**config.mk**
```make
export PLATFORM = sky130hd
export DESIGN_NAME = pais_axis_io
export DESIGN_NICKNAME = d
export VERILOG_FILES = /design/src/rtl/pais_pkg.sv /design/src/rtl/pais_axis_io.sv
export SDC_FILE = /design/constraint.sdc
export NUM_CORES = 1
export LEC_CHECK = 0
export ABC_CLOCK_PERIOD_IN_PS = 4500
export BUFFER_PORTS_ARGS = -buffer_cell sky130_fd_sc_hd__buf_2
export CAP_MARGIN = 20
export CORE_UTILIZATION = 50
export CTS_CLUSTER_SIZE = 40
export DETAILED_ROUTE_END_ITERATION = 10
export GPL_ROUTABILITY_DRIVEN = 0
export MAX_ROUTING_LAYER = met4
export PLACE_DENSITY = 0.8
export SLEW_MARGIN = 0
export SYNTH_ARGS = -nofsm -noshare
export SYNTH_HDL_FRONTEND = slang
export SYNTH_SLANG_ARGS = --single-unit
```
**constraint.sdc**
```tcl
create_clock -name CLK_I -period 4.5 [get_ports CLK_I]
set_clock_uncertainty 0.1 [all_clocks]
set_input_delay 0.9 -clock CLK_I [delete_from_list [all_inputs] [get_ports CLK_I]]
set_output_delay 0.9 -clock CLK_I [all_outputs]
set_load 0.02 [all_outputs]
```
**src/rtl/pais_pkg.sv**
```systemverilog
// Constants and types of the positioning axis I/O block
package pais_pkg;
  // Timing: figures in their own unit, counts derived from the clock rate
  localparam int unsigned CLK_MHZ       = 250;
  localparam int unsigned DIR_DELAY_US  = 100;
  localparam int unsigned DIR_DELAY_CYC = DIR_DELAY_US * CLK_MHZ;
  localparam int unsigned CLEAR_US      = 10;
  localparam int unsigned CLEAR_CYC     = CLEAR_US * CLK_MHZ;
  localparam int          CNT_W         = 16;
  localparam int          NUM_IN        = 6;

  // Register byte offsets
  localparam logic [7:0] OFF_CTRL   = 8'h00;
  localparam logic [7:0] OFF_CFG    = 8'h04;
  localparam logic [7:0] OFF_COUNT  = 8'h08;
  localparam logic [7:0] OFF_PERIOD = 8'h0C;
  localparam logic [7:0] OFF_STATUS = 8'h10;
  localparam logic [7:0] OFF_REMAIN = 8'h14;

  // Command register bits
  localparam int CTRL_START_BIT = 0;
  localparam int CTRL_ORIG_BIT  = 1;
  localparam int CTRL_ABORT_BIT = 2;
  localparam int CTRL_DIR_BIT   = 3;

  // Configuration fields
  localparam int CFG_PMODE_LSB = 0;
  localparam int CFG_METH_LSB  = 2;
  localparam int CFG_RETRY_BIT = 4;
  localparam int CFG_SPD_BIT   = 5;
  localparam int CFG_ASG_LSB   = 6;
  localparam int CFG_FLT_LSB   = 16;
  localparam int ASG_READY     = 0;
  localparam int ASG_UPPER     = 1;
  localparam int ASG_LOWER     = 2;

  // Reset values
  localparam logic [2:0]  ASG_RST    = 3'h7;
  localparam logic [7:0]  FLT_RST    = 8'h04;
  localparam logic [31:0] COUNT_RST  = 32'h0000_0000;
  localparam logic [15:0] PERIOD_RST = 16'h0064;

  // Status bits
  localparam int SB_BUSY = 0;
  localparam int SB_REQ  = 1;
  localparam int SB_DONE = 2;
  localparam int SB_STOP = 3;
  localparam int SB_SPD  = 4;
  localparam int SB_DIR  = 5;
  localparam int SB_IN   = 8;

  typedef enum logic [1:0] {
    PM_CWCCW = 2'h0, PM_PSIGN = 2'h1, PM_QUAD1 = 2'h2, PM_QUAD4 = 2'h3
  } pais_pmode_type;

  typedef enum logic [1:0] {
    OM_CAM = 2'h0, OM_STOPPER = 2'h1, OM_COUNT1 = 2'h2, OM_COUNT2 = 2'h3
  } pais_ometh_type;

  typedef enum logic [2:0] {
    ST_IDLE = 3'h1, ST_SETUP = 3'h2, ST_RUN = 3'h4
  } pais_state_type;

  typedef struct packed {
    logic mode_switch_cmd_in;
    logic ready;
    logic lower_stroke_limit_in;
    logic upper_stroke_limit_in;
    logic cam;
    logic origin_pulse_in;
  } pais_in_type;
endpackage

```
**src/rtl/pais_axis_io.sv**
```systemverilog
// Positioning axis I/O: input conditioning, motion sequencing, pulse outputs
// Function
// - Origin pulse marks the reference point
// - Origin pulse taken on rising edge only
// - Stopper method: origin edge completes return
// - Mode switch edge moves speed to position
// - Drive not ready sets return-request flag
// - Ready loss during motion stops the axis
// - No automatic restart after ready loss
// - Ready going off clears return-done flag
// - Unassigned ready or limits read as on
// - Near cam detected on rising edge
// - Either stroke limit off stops positioning
// - Retry: upper limit bounds forward search
// - Retry: lower limit bounds reverse search
// - Counter clear driven except second counting method
// - Pulse trains with direction on two outputs
// - Sign on forward; reverse pulses 100 us later
// - Quadrature: B lags forward, A lags reverse
// - CW/CCW: pulses on direction's own output
//
// The register offsets and register access over APB were decided locally.
`timescale 1ns/1ps
`default_nettype none
module pais_axis_io #(
  parameter int unsigned DIR_DELAY_CYC = pais_pkg::DIR_DELAY_CYC
) (
  input  wire logic        CLK_I,
  input  wire logic        RST_N_I,
  input  wire logic        PSEL_I,
  input  wire logic        PENABLE_I,
  input  wire logic        PWRITE_I,
  input  wire logic [7:0]  PADDR_I,
  input  wire logic [31:0] PWDATA_I,
  output logic      [31:0] PRDATA_O,
  output logic             PREADY_O,
  output logic             PSLVERR_O,
  input  wire logic        ORIGIN_PULSE_IN_I,
  input  wire logic        NEAR_CAM_IN_I,
  input  wire logic        UPPER_STROKE_LIMIT_IN_I,
  input  wire logic        LOWER_STROKE_LIMIT_IN_I,
  input  wire logic        DRIVE_READY_IN_I,
  input  wire logic        MODE_SWITCH_CMD_IN_I,
  output logic             PULSE_FWD_O,
  output logic             PULSE_REV_O,
  output logic             COUNTER_CLEAR_O
);
  localparam int NI = pais_pkg::NUM_IN;
  localparam int CW = pais_pkg::CNT_W;

  pais_pkg::pais_in_type    raw, sync1_ff, sync2_ff, filt_ff, eff, eff_d_ff, rise, fall;
  pais_pkg::pais_state_type st_ff;
  pais_pkg::pais_pmode_type pmode_ff;
  pais_pkg::pais_ometh_type ometh_ff;
  logic [7:0]    flt_cnt_ff [NI];
  logic [7:0]    flt_ff;
  logic [2:0]    asg_ff;
  logic          retry_ff, spd_mode_ff;
  logic [31:0]   count_ff, remain_ff, rd_data;
  logic [15:0]   period_ff, hp_cnt_ff, per_m1;
  logic [CW-1:0] wait_ff, clr_cnt_ff, so_cnt_ff;
  logic          dir_ff, orig_ff, cam_seen_ff, spd_act_ff, phase_ff;
  logic [1:0]    quad_ff;
  logic          origin_return_request_flag_ff, origin_return_done_flag_ff, stop_err_ff;
  logic          setup, wr_go, cmd_start, cmd_orig, cmd_abort, cmd_dir, w1c;
  logic          ok_to_go, go, halt, limit_halt, retry_turn, orig_fin, pos_done;
  logic          run, busy, tick, step;

  function automatic logic hit(input logic [7:0] a, input logic [7:0] off);
    return a == off;
  endfunction

  function automatic logic [CW-1:0] dly(input pais_pkg::pais_pmode_type m,
                                        input logic fwd);
    return (m == pais_pkg::PM_PSIGN && !fwd) ? CW'(DIR_DELAY_CYC - 1) : '0;
  endfunction

  // Quadrature step: forward lets A lead, reverse lets B lead
  function automatic logic [1:0] qstep(input logic [1:0] q, input logic fwd);
    return fwd ? {~q[0], q[1]} : {q[0], ~q[1]};
  endfunction

  assign raw = {MODE_SWITCH_CMD_IN_I, DRIVE_READY_IN_I, LOWER_STROKE_LIMIT_IN_I,
                UPPER_STROKE_LIMIT_IN_I, NEAR_CAM_IN_I, ORIGIN_PULSE_IN_I};

  // Two-stage synchroniser on all pins
  always_ff @(posedge CLK_I or negedge RST_N_I) begin
    if (!RST_N_I) begin
      sync1_ff <= '0;
      sync2_ff <= '0;
    end else begin
      sync1_ff <= raw;
      sync2_ff <= sync1_ff;
    end
  end

  // Response-time filter: a change must persist for the set cycles
  always_ff @(posedge CLK_I or negedge RST_N_I) begin
    if (!RST_N_I) begin
      filt_ff <= '0;
      for (int i = 0; i < NI; i++) flt_cnt_ff[i] <= '0;
    end else begin
      for (int i = 0; i < NI; i++) begin
        if (sync2_ff[i] == filt_ff[i]) begin
          flt_cnt_ff[i] <= '0;
        end else if (flt_cnt_ff[i] >= flt_ff) begin
          filt_ff[i]    <= sync2_ff[i];
          flt_cnt_ff[i] <= '0;
        end else begin
          flt_cnt_ff[i] <= flt_cnt_ff[i] + 8'h01;
        end
      end
    end
  end

  // Unassigned inputs forced on, then edge detection
  always_comb begin
    eff = filt_ff;
    eff.ready = filt_ff.ready | ~asg_ff[pais_pkg::ASG_READY];
    eff.upper_stroke_limit_in = filt_ff.upper_stroke_limit_in | ~asg_ff[pais_pkg::ASG_UPPER];
    eff.lower_stroke_limit_in = filt_ff.lower_stroke_limit_in | ~asg_ff[pais_pkg::ASG_LOWER];
  end
  assign rise = eff & ~eff_d_ff;
  assign fall = ~eff & eff_d_ff;

  always_ff @(posedge CLK_I or negedge RST_N_I) begin
    if (!RST_N_I) eff_d_ff <= '0;
    else eff_d_ff <= eff;
  end

  // Bus decode and commands
  assign setup     = PSEL_I & ~PENABLE_I;
  assign wr_go     = PSEL_I & PENABLE_I & PWRITE_I & PREADY_O;
  assign cmd_start = wr_go & hit(PADDR_I, pais_pkg::OFF_CTRL) & PWDATA_I[pais_pkg::CTRL_START_BIT];
  assign cmd_orig  = wr_go & hit(PADDR_I, pais_pkg::OFF_CTRL) & PWDATA_I[pais_pkg::CTRL_ORIG_BIT];
  assign cmd_abort = wr_go & hit(PADDR_I, pais_pkg::OFF_CTRL) & PWDATA_I[pais_pkg::CTRL_ABORT_BIT];
  assign cmd_dir   = PWDATA_I[pais_pkg::CTRL_DIR_BIT];
  assign w1c       = wr_go & hit(PADDR_I, pais_pkg::OFF_STATUS);

  // Motion conditions
  assign run        = st_ff == pais_pkg::ST_RUN;
  assign busy       = st_ff != pais_pkg::ST_IDLE;
  assign ok_to_go   = eff.ready & eff.upper_stroke_limit_in & eff.lower_stroke_limit_in;
  assign go         = (st_ff == pais_pkg::ST_IDLE) & (cmd_start | cmd_orig) & ok_to_go & ~cmd_abort;
  assign limit_halt = (~eff.upper_stroke_limit_in | ~eff.lower_stroke_limit_in)
                      & ~(orig_ff & retry_ff);
  assign halt       = ~eff.ready | cmd_abort | limit_halt;
  assign retry_turn = orig_ff & retry_ff
                      & ((dir_ff & ~eff.upper_stroke_limit_in)
                      | (~dir_ff & ~eff.lower_stroke_limit_in));
  assign orig_fin   = run & ~halt & ~retry_turn & orig_ff & rise.origin_pulse_in
                      & (cam_seen_ff | ometh_ff == pais_pkg::OM_STOPPER);
  assign per_m1     = (period_ff == 16'h0000) ? 16'h0000 : period_ff - 16'h0001;
  assign tick       = run & (hp_cnt_ff >= per_m1);
  assign step       = tick & (pmode_ff[1] | phase_ff);
  assign pos_done   = ~orig_ff & ~spd_act_ff
                      & (remain_ff == 32'h0000_0000 | (step & remain_ff == 32'h0000_0001));

  // Axis sequencer; halts return to idle and wait for a new command
  always_ff @(posedge CLK_I or negedge RST_N_I) begin
    if (!RST_N_I) begin
      st_ff       <= pais_pkg::ST_IDLE;
      dir_ff      <= 1'b0;
      orig_ff     <= 1'b0;
      cam_seen_ff <= 1'b0;
      spd_act_ff  <= 1'b0;
      remain_ff   <= '0;
      wait_ff     <= '0;
    end else begin
      unique case (st_ff)
        pais_pkg::ST_IDLE: begin
          if (go) begin
            st_ff       <= pais_pkg::ST_SETUP;
            dir_ff      <= cmd_dir;
            orig_ff     <= cmd_orig;
            cam_seen_ff <= 1'b0;
            spd_act_ff  <= ~cmd_orig & spd_mode_ff;
            remain_ff   <= count_ff;
            wait_ff     <= dly(pmode_ff, cmd_dir);
          end
        end
        pais_pkg::ST_SETUP: begin
          if (halt) st_ff <= pais_pkg::ST_IDLE;
          else if (wait_ff == '0) st_ff <= pais_pkg::ST_RUN;
          else wait_ff <= wait_ff - CW'(1);
        end
        pais_pkg::ST_RUN: begin
          if (halt) begin
            st_ff <= pais_pkg::ST_IDLE;
          end else if (retry_turn) begin
            dir_ff  <= ~dir_ff;
            st_ff   <= pais_pkg::ST_SETUP;
            wait_ff <= dly(pmode_ff, ~dir_ff);
          end else if (orig_fin | pos_done) begin
            st_ff <= pais_pkg::ST_IDLE;
            // Last pulse counted too, so remain reads zero when done
            if (step & remain_ff != 32'h0000_0000) remain_ff <= remain_ff - 32'h0000_0001;
          end else begin
            if (rise.cam) cam_seen_ff <= 1'b1;
            if (rise.mode_switch_cmd_in) spd_act_ff <= 1'b0;
            if (step & ~spd_act_ff) remain_ff <= remain_ff - 32'h0000_0001;
          end
        end
        default: st_ff <= pais_pkg::ST_IDLE;
      endcase
    end
  end

  // Half-period timer, phase and quadrature state
  always_ff @(posedge CLK_I or negedge RST_N_I) begin
    if (!RST_N_I) begin
      hp_cnt_ff <= '0;
      phase_ff  <= 1'b0;
      quad_ff   <= 2'h0;
    end else if (!run) begin
      hp_cnt_ff <= '0;
      phase_ff  <= 1'b0;
    end else if (tick) begin
      hp_cnt_ff <= '0;
      phase_ff  <= ~phase_ff;
      if (pmode_ff[1]) quad_ff <= qstep(quad_ff, dir_ff);
    end else begin
      hp_cnt_ff <= hp_cnt_ff + 16'h0001;
    end
  end

  // Pulse output encoding per mode
  always_ff @(posedge CLK_I or negedge RST_N_I) begin
    if (!RST_N_I) begin
      PULSE_FWD_O <= 1'b0;
      PULSE_REV_O <= 1'b0;
    end else begin
      unique case (pmode_ff)
        pais_pkg::PM_CWCCW: begin
          PULSE_FWD_O <= run & dir_ff & phase_ff;
          PULSE_REV_O <= run & ~dir_ff & phase_ff;
        end
        pais_pkg::PM_PSIGN: begin
          PULSE_FWD_O <= run & phase_ff;
          PULSE_REV_O <= busy & dir_ff;
        end
        default: begin
          PULSE_FWD_O <= quad_ff[1];
          PULSE_REV_O <= quad_ff[0];
        end
      endcase
    end
  end

  // Counter clear pulse at end of origin return, except with the second counting method
  always_ff @(posedge CLK_I or negedge RST_N_I) begin
    if (!RST_N_I) begin
      clr_cnt_ff      <= '0;
      COUNTER_CLEAR_O <= 1'b0;
    end else if (orig_fin & ometh_ff != pais_pkg::OM_COUNT2) begin
      clr_cnt_ff      <= CW'(pais_pkg::CLEAR_CYC - 1);
      COUNTER_CLEAR_O <= 1'b1;
    end else if (clr_cnt_ff != '0) begin
      clr_cnt_ff <= clr_cnt_ff - CW'(1);
    end else begin
      COUNTER_CLEAR_O <= 1'b0;
    end
  end

  // Status flags; a hardware set wins over a software clear
  always_ff @(posedge CLK_I or negedge RST_N_I) begin
    if (!RST_N_I) begin
      origin_return_request_flag_ff <= 1'b0;
      origin_return_done_flag_ff    <= 1'b0;
      stop_err_ff                   <= 1'b0;
    end else begin
      if (~eff.ready) origin_return_request_flag_ff <= 1'b1;
      else if (orig_fin | (w1c & PWDATA_I[pais_pkg::SB_REQ]))
        origin_return_request_flag_ff <= 1'b0;
      if (orig_fin) origin_return_done_flag_ff <= 1'b1;
      else if (fall.ready | (w1c & PWDATA_I[pais_pkg::SB_DONE]))
        origin_return_done_flag_ff <= 1'b0;
      if (busy & halt & ~cmd_abort) stop_err_ff <= 1'b1;
      else if (w1c & PWDATA_I[pais_pkg::SB_STOP]) stop_err_ff <= 1'b0;
    end
  end

  // Configuration registers
  always_ff @(posedge CLK_I or negedge RST_N_I) begin
    if (!RST_N_I) begin
      pmode_ff    <= pais_pkg::PM_CWCCW;
      ometh_ff    <= pais_pkg::OM_CAM;
      retry_ff    <= 1'b0;
      spd_mode_ff <= 1'b0;
      asg_ff      <= pais_pkg::ASG_RST;
      flt_ff      <= pais_pkg::FLT_RST;
      count_ff    <= pais_pkg::COUNT_RST;
      period_ff   <= pais_pkg::PERIOD_RST;
    end else if (wr_go) begin
      if (hit(PADDR_I, pais_pkg::OFF_CFG)) begin
        pmode_ff    <= pais_pkg::pais_pmode_type'(PWDATA_I[pais_pkg::CFG_PMODE_LSB +: 2]);
        ometh_ff    <= pais_pkg::pais_ometh_type'(PWDATA_I[pais_pkg::CFG_METH_LSB +: 2]);
        retry_ff    <= PWDATA_I[pais_pkg::CFG_RETRY_BIT];
        spd_mode_ff <= PWDATA_I[pais_pkg::CFG_SPD_BIT];
        asg_ff      <= PWDATA_I[pais_pkg::CFG_ASG_LSB +: 3];
        flt_ff      <= PWDATA_I[pais_pkg::CFG_FLT_LSB +: 8];
      end
      if (hit(PADDR_I, pais_pkg::OFF_COUNT)) count_ff <= PWDATA_I;
      if (hit(PADDR_I, pais_pkg::OFF_PERIOD)) period_ff <= PWDATA_I[15:0];
    end
  end

  // Read mux
  always_comb begin
    rd_data = '0;
    if (hit(PADDR_I, pais_pkg::OFF_CFG)) begin
      rd_data[pais_pkg::CFG_PMODE_LSB +: 2] = pmode_ff;
      rd_data[pais_pkg::CFG_METH_LSB +: 2]  = ometh_ff;
      rd_data[pais_pkg::CFG_RETRY_BIT]      = retry_ff;
      rd_data[pais_pkg::CFG_SPD_BIT]        = spd_mode_ff;
      rd_data[pais_pkg::CFG_ASG_LSB +: 3]   = asg_ff;
      rd_data[pais_pkg::CFG_FLT_LSB +: 8]   = flt_ff;
    end else if (hit(PADDR_I, pais_pkg::OFF_COUNT)) begin
      rd_data = count_ff;
    end else if (hit(PADDR_I, pais_pkg::OFF_PERIOD)) begin
      rd_data[15:0] = period_ff;
    end else if (hit(PADDR_I, pais_pkg::OFF_STATUS)) begin
      rd_data[pais_pkg::SB_BUSY]      = busy;
      rd_data[pais_pkg::SB_REQ]       = origin_return_request_flag_ff;
      rd_data[pais_pkg::SB_DONE]      = origin_return_done_flag_ff;
      rd_data[pais_pkg::SB_STOP]      = stop_err_ff;
      rd_data[pais_pkg::SB_SPD]       = spd_act_ff;
      rd_data[pais_pkg::SB_DIR]       = dir_ff;
      rd_data[pais_pkg::SB_IN +: NI]  = eff;
    end else if (hit(PADDR_I, pais_pkg::OFF_REMAIN)) begin
      rd_data = remain_ff;
    end
  end

  // APB answer: one wait-free access, registered in the setup cycle
  always_ff @(posedge CLK_I or negedge RST_N_I) begin
    if (!RST_N_I) begin
      PRDATA_O  <= '0;
      PREADY_O  <= 1'b0;
      PSLVERR_O <= 1'b0;
    end else begin
      PREADY_O  <= setup;
      PRDATA_O  <= (setup & ~PWRITE_I) ? rd_data : 32'h0000_0000;
      PSLVERR_O <= setup & ~(hit(PADDR_I, pais_pkg::OFF_CTRL) | hit(PADDR_I, pais_pkg::OFF_CFG)
                   | hit(PADDR_I, pais_pkg::OFF_COUNT) | hit(PADDR_I, pais_pkg::OFF_PERIOD)
                   | hit(PADDR_I, pais_pkg::OFF_STATUS) | hit(PADDR_I, pais_pkg::OFF_REMAIN));
    end
  end

  // Cycles the sign output has been off, for the reversal check
  always_ff @(posedge CLK_I or negedge RST_N_I) begin
    if (!RST_N_I) so_cnt_ff <= '0;
    else if (PULSE_REV_O) so_cnt_ff <= '0;
    else if (so_cnt_ff != '1) so_cnt_ff <= so_cnt_ff + CW'(1);
  end
endmodule
`default_nettype wire

```
# After elaboration in Yosys (flattened, before gate mapping)
# Cells that the tools add are included.
dict set report word_totals {
  regBits 267
  latchBits 0
  ramBits 0
  mem_bits_ro 0
  memories 0
}
dict set report classes {
  add_sub_neg 11
  multipliers 0
  n_div 0
  magnitude_cmp 7
  eq_ne 35
  shifts 0
  muxes 81
  bitwise_logic 95
  reduce_logical 32
}
# op count
set op_table {}
lappend op_table {{two-way mux 32 bit} 9}
lappend op_table {{two-way mux 16 bit} 12}
lappend op_table {{two-way mux 8 bit} 14}
lappend op_table {{one-hot mux 32 bit (2 select lines)} 1}
lappend op_table {{adder 8 x 1 -> 8 bit (second input constant)} 6}
lappend op_table {{>= comparator 8 bit} 6}
lappend op_table {{one-hot mux 16 bit (3 select lines)} 1}
lappend op_table {{subtractor 16 x 1 -> 16 bit (second input constant)} 3}
lappend op_table {{AND 1 bit} 46}
lappend op_table {{equality test 32 x 1 -> 1 bit (second input constant)} 1}
lappend op_table {{zero test 16 bit} 2}
lappend op_table {{zero test 32 bit} 1}
lappend op_table {{nonzero test 32 bit} 1}
lappend op_table {{subtractor 32 x 1 -> 32 bit (second input constant)} 1}
lappend op_table {{two-way mux 15 bit} 2}
lappend op_table {{inverter 1 bit} 26}
lappend op_table {{AND reduction 6 bit} 4}
lappend op_table {{two-way mux 1 bit} 23}
lappend op_table {{!= test 2 bit (second input constant)} 11}
lappend op_table {{AND reduction 2 bit} 10}
lappend op_table {{OR 1 bit} 19}
lappend op_table {{two-way mux 18 bit} 1}
lappend op_table {{two-way mux 3 bit} 6}
lappend op_table {{adder 16 x 1 -> 16 bit (second input constant)} 1}
lappend op_table {{33 further kinds} 54}

# Depth between registers and ports, before layout
dict set report logic_depth {
  ltp_word 18
  depth_mapped 16
  mapped_depth_nobuf 14
}

# Worst setup path before layout
# No wires, ideal clock.
dict set report synth_path {
  path_kind {register -> register}
  from {register period_ff[4]}
  to {register remain_ff[19]}
  setup_time_ps 64
  arrival_time_ps 3691
  required_time_ps 4336
  setup_slack_ps 645
  stages_incl_launch_ff 16
  path_cell_list {dfrtp_1 -> or4_1 -> nor3_1 -> nand4b_1 -> clkbuf_1 -> nand2_1 -> ha_1 -> a21o_1 -> a221oi_1 -> o21ai_0 -> a211o_1 -> and2_0 -> buf_2 -> clkbuf_1 -> a31oi_1 -> a21o_1}
}
dict set report synth_between {
  elab_chain_len 13
  word_cells_on_any_way 19
  cone_classes {1 x add/sub; 1 x order compare; 2 x eq/ne; 5 x mux; 8 x bitwise; 2 x reduce/logical}
}
# item line
set synth_lines {}
lappend synth_lines {{start, declared} pais_axis_io.sv:60} ;# logic [15:0] period_ff, hp_cnt_ff, per_m1;
lappend synth_lines {{start signal, assigned} pais_axis_io.sv:293} ;# period_ff <= pais_pkg::PERIOD_RST;
lappend synth_lines {{start signal, assigned} pais_axis_io.sv:304} ;# if (hit(PADDR_I, pais_pkg::OFF_PERIOD)) period_ff <= PWDATA_I[15:0];
lappend synth_lines {{subtractor 16 x 1 -> 16 bit or zero test 16 bit (tied branches)} pais_axis_io.sv:153} ;# assign per_m1 = (period_ff == 16'h0000) ? 16'h0000 : period_ff - 16'h0001;
lappend synth_lines {{two-way mux 16 bit (*)} pais_axis_io.sv:153}
lappend synth_lines {{>= comparator 16 bit (*)} pais_axis_io.sv:154} ;# assign tick = run & (hp_cnt_ff >= per_m1);
lappend synth_lines {{AND 1 bit (*)} pais_axis_io.sv:154}
lappend synth_lines {{AND 1 bit (*)} pais_axis_io.sv:155} ;# assign step = tick & (pmode_ff[1] | phase_ff);
lappend synth_lines {{AND 1 bit} pais_axis_io.sv:157} ;# & (remain_ff == 32'h0000_0000 | (step & remain_ff == 32'h0000_0001));
lappend synth_lines {{OR 1 bit} pais_axis_io.sv:157}
lappend synth_lines {{AND 1 bit} pais_axis_io.sv:157}
lappend synth_lines {{OR 1 bit} pais_axis_io.sv:194} ;# end else if (orig_fin | pos_done) begin
lappend synth_lines {{two-way mux 32 bit} pais_axis_io.sv:194}
lappend synth_lines {{two-way mux 32 bit} pais_axis_io.sv:190} ;# end else if (retry_turn) begin
lappend synth_lines {{two-way mux 32 bit} pais_axis_io.sv:188} ;# if (halt) begin
lappend synth_lines {{one-hot mux 32 bit (2 select lines)} pais_axis_io.sv:170} ;# unique case (st_ff)
lappend synth_lines {{end signal, assigned} pais_axis_io.sv:178} ;# remain_ff <= count_ff;
lappend synth_lines {{end signal, assigned} pais_axis_io.sv:197} ;# if (step & remain_ff != 32'h0000_0000) remain_ff <= remain_ff - 32'h0000_0001;
lappend synth_lines {{end signal, assigned} pais_axis_io.sv:201} ;# if (step & ~spd_act_ff) remain_ff <= remain_ff - 32'h0000_0001;
lappend synth_lines {{end, declared} pais_axis_io.sv:59} ;# logic [31:0] count_ff, remain_ff, rd_data;
# Every way passes the cells marked *; elsewhere a longest branch is shown, timed or not. The select of a mux whose other input is x is not followed.
# A chain may end at the register's enable or synchronous reset.

# Final worst setup path
dict set report layout_path {
  from {register period_ff[10]}
  to {register remain_ff[9]}
}
# The elaborated chain is that of the path after synthesis.

==> flow_metrics.tcl <==
set metrics [dict create \
    hold_depth 0 \
    crit_fanout 14 \
    via_per_inst 5.99 \
    status "complete, no violations" \
    r2r-start "period_ff[10]" \
    synth_compound_area_frac 0.138 \
    setup_violations 0 \
    yosysSeqAreaShare 0.466 \
    insertion_delay_ps 560 \
    overflow 0 \
    yosys.cell_types.count 72 \
    wl_um 35000 \
    crit_chain "or4_1 -> nor4_1 -> nand4b_1 -> buf_4 -> and2_1 -> ha_1 -> nand2b_1 -> a31oi_1 -> o21ai_0 -> a211o_1 -> and2_0 -> buf_4 -> o211ai_1 -> a311o_1" \
    h-tree-depth 1 \
    stdcell_count 1923 \
    cts_hold_buf 0 \
    fp.dieW_um 171 \
    first_pass_iters 7 \
    final.period_utilization 0.913 \
    cts_tree "yes" \
    netlist_top_cells_area "dfrtp_1 45%, ha_1 6.8%, mux2_2 5.5%, nor2_1 4.8%, xor2_1 3.4%" \
    power_mw 5.05 \
    synth_top_family_by_area "simple AND/OR/NAND/NOR gates" \
    cpMostUsedCell "buf_4" \
    ir_drop_mv 0.238 \
    final_common_cell "dfrtp_1" \
    grt_pass1_vias 11100 \
    vias 11500 \
    crit_type "flip-flop to flip-flop" \
    synth_nets 1573 \
    synth_top_area_frac 0.451 \
    tightest_slew_ps 923 \
    synthSimpleGateAreaFrac 0.185 \
    dpl.hpwl_um 24200 \
    synth-xor-area-share 0.0498 \
    track_usage 0.252 \
    power.leakage_nw 7.31 \
    startpoint_type "flip-flop" \
    grt_max_degree 97 \
    ios 88 \
    coreArea_sq_um 27900 \
    die-area_sq_um 29200 \
    cts.sinks 265 \
    drt_iter0_markers 923 \
    r2r_end "remain_ff[9]" \
    rows 61 \
    initial_core_util 0.510 \
    final_max_slew_viol_count 0 \
    synth_edf_count 0 \
    ff2ff_path_depth 14 \
    synth.avg_cell_area_sq_um 9.86 \
    numCtsBuffers 28 \
    yosysTopAreaCell "dfrtp_1" \
    grt_pass1_wl_um 57300 \
    maxCapViolations 0 \
    maxSlewHeadroom 0.384 \
    syn_area_sq_um 14200 \
    critical_path.endpoint "remain_ff[9]" \
    drcViolationCount 0 \
    dpl.cell_count 1869 \
    fmax_mhz 243 \
    cp-startpoint "period_ff[10]" \
    die_y_um 171 \
    clockBufferDepth 3 \
    path_clk_slew_ps 60 \
    required_ps 4820 \
    yosys_warnings 0 \
    r2r_setup_slack_ps 390 \
    area_delta_synth_final_pct 13.3 \
    synth_adder_area_share 0.0676 \
    p_per_area_nw_per_um2 313 \
    mostFrequentLayoutCells "257 x dfrtp_1, 181 x nor2_1, 110 x nand2_1" \
    muxShareOfSynthArea 0.0630 \
    drive_above_1_share 0.174 \
    period_minus_slack_ps 4110 \
    synth_seq_cells 265 \
    cp.arrival_ps 4430 \
    crit_path_end_kind "flip-flop" \
    avgRoutedWirePerCell_um 18.2 \
    ys.flop_type "dfrtp_1" \
    finalHoldViolCount 0 \
    async_reset_ff_frac 1.00 \
    num-nets-final 1650 \
    buffer_ports.inserted 87 \
    synthCells 1445 \
    root_buffer "clkbuf_16" \
    critical_path.max_stage_delay_ps 590 \
    fin_tns_setup_ps 0 \
    antenna_left 0 \
    cp_slowest_cell "or4_1" \
    hold_path_class "flip-flop to flip-flop" \
    rsz0062_at_grt "no" \
    antenna_found_initial 1 \
]
area by class of cell:
class	count	area (sq um)
fillers	2340	11800
flip-flops and latches	265	6640
diodes	1	2.50
clock buffers	37	816
multi-input cells	1073	7200
inverters	39	146
clock inverters	15	186
repair buffers	115	681
well taps	378	473
worst min path at each step:
stage	startpoint	endpoint	slack (ps)
3_3_place_gp	sync1_ff[4]	sync2_ff[4]	230
4_1_cts	sync1_ff[4]	sync2_ff[4]	250
6_report	sync1_ff[4]	sync2_ff[4]	250
2_1_floorplan	sync1_ff[0]	sync2_ff[0]	230
3_5_place_dp	sync1_ff[4]	sync2_ff[4]	240
5_1_grt	sync1_ff[4]	sync2_ff[4]	250
through the flow:
stage / hold WS, ps / cell area [sq um] / setup WS (ps) / util
after floorplan: 231 / 14200 / 645 / -
after global placement: 233 / 15100 / 405 / 0.542
after detailed placement: 237 / 15100 / 289 / 0.542
after CTS: 250 / 16100 / 262 / 0.577
after global routing: 253 / 16100 / 35.9 / 0.578
final: 247 / 16100 / 390 / 0.578
report_power, final:
part	switching (mW)	internal, mW
sequential	0.0202	2.40
combinational	0.109	0.0499
clock	0.967	1.50
total	1.10	3.95
routing by layer:
layer | share of wire | up-vias | wire, um | track usage
met2 | 0.46 | 422 | 16200 | 0.382
met3 | 0.066 | 82 | 2310 | 0.0442
met5 | 0 | - | 0 | -
li1 | - | 5357 | - | -
met4 | 0.034 | 0 | 1180 | 0.0994
met1 | 0.44 | 5665 | 15300 | 0.336
synthesized netlist by cell type, types with 11 or more instances:
master / number
a21o_1: 20
a21oi_1: 56
a22oi_1: 25
a31oi_1: 19
and3_1: 22
clkbuf_1: 55
dfrtp_1: 257
ha_1: 77
inv_1: 39
mux2_2: 70
mux2i_1: 11
nand2_1: 110
nand2b_1: 20
nand3_1: 54
nand4_1: 13
nor2_1: 181
nor2b_1: 11
nor3_1: 44
nor4_1: 16
o21ai_0: 48
o21ai_1: 13
o31ai_1: 24
or2_2: 11
or4_1: 11
xnor2_1: 25
xor2_1: 56
kinds of logic after synthesis:
| kind of cell | count (synthesis) |
|---|---|
| AO/OA/AOI/OAI | 289 |
| XOR/XNOR | 81 |
| adder cells (fa/ha/maj) | 77 |
| buffers and inverters | 107 |
| flip-flops | 265 |
| multiplexers | 81 |
| AND/OR/NAND/NOR | 545 |
critical path: cells and delay by family (launching register included):
family / cells / cell delay, ps
compound gates: 5 / 1120
flops: 1 / 430
simple gates: 6 / 1610
buf+inv: 2 / 460
fa+ha+maj: 1 / 250
sequential cells by signal, summed over array words and instances, names as in the netlist, 4 cells and up:
| name | flops |
|---|---|
| flt_cnt_ff | 48 |
| hp_cnt_ff | 16 |
| remain_ff | 32 |
| count_ff | 32 |
| period_ff | 16 |
| eff_d_ff | 4 |
| flt_ff | 8 |
| clr_cnt_ff | 16 |
| sync1_ff | 6 |
| sync2_ff | 6 |
| wait_ff | 16 |
| PRDATA_O | 32 |
repair_timing:
action | 4_1_cts | 5_1_grt
resized for setup | 0 | 1
buffers inserted | 0 | 1
setup endpoints to repair | 0 | 19
hold endpoints to repair | 0 | 0
Note: power is estimated with default switching activity, not from simulation.
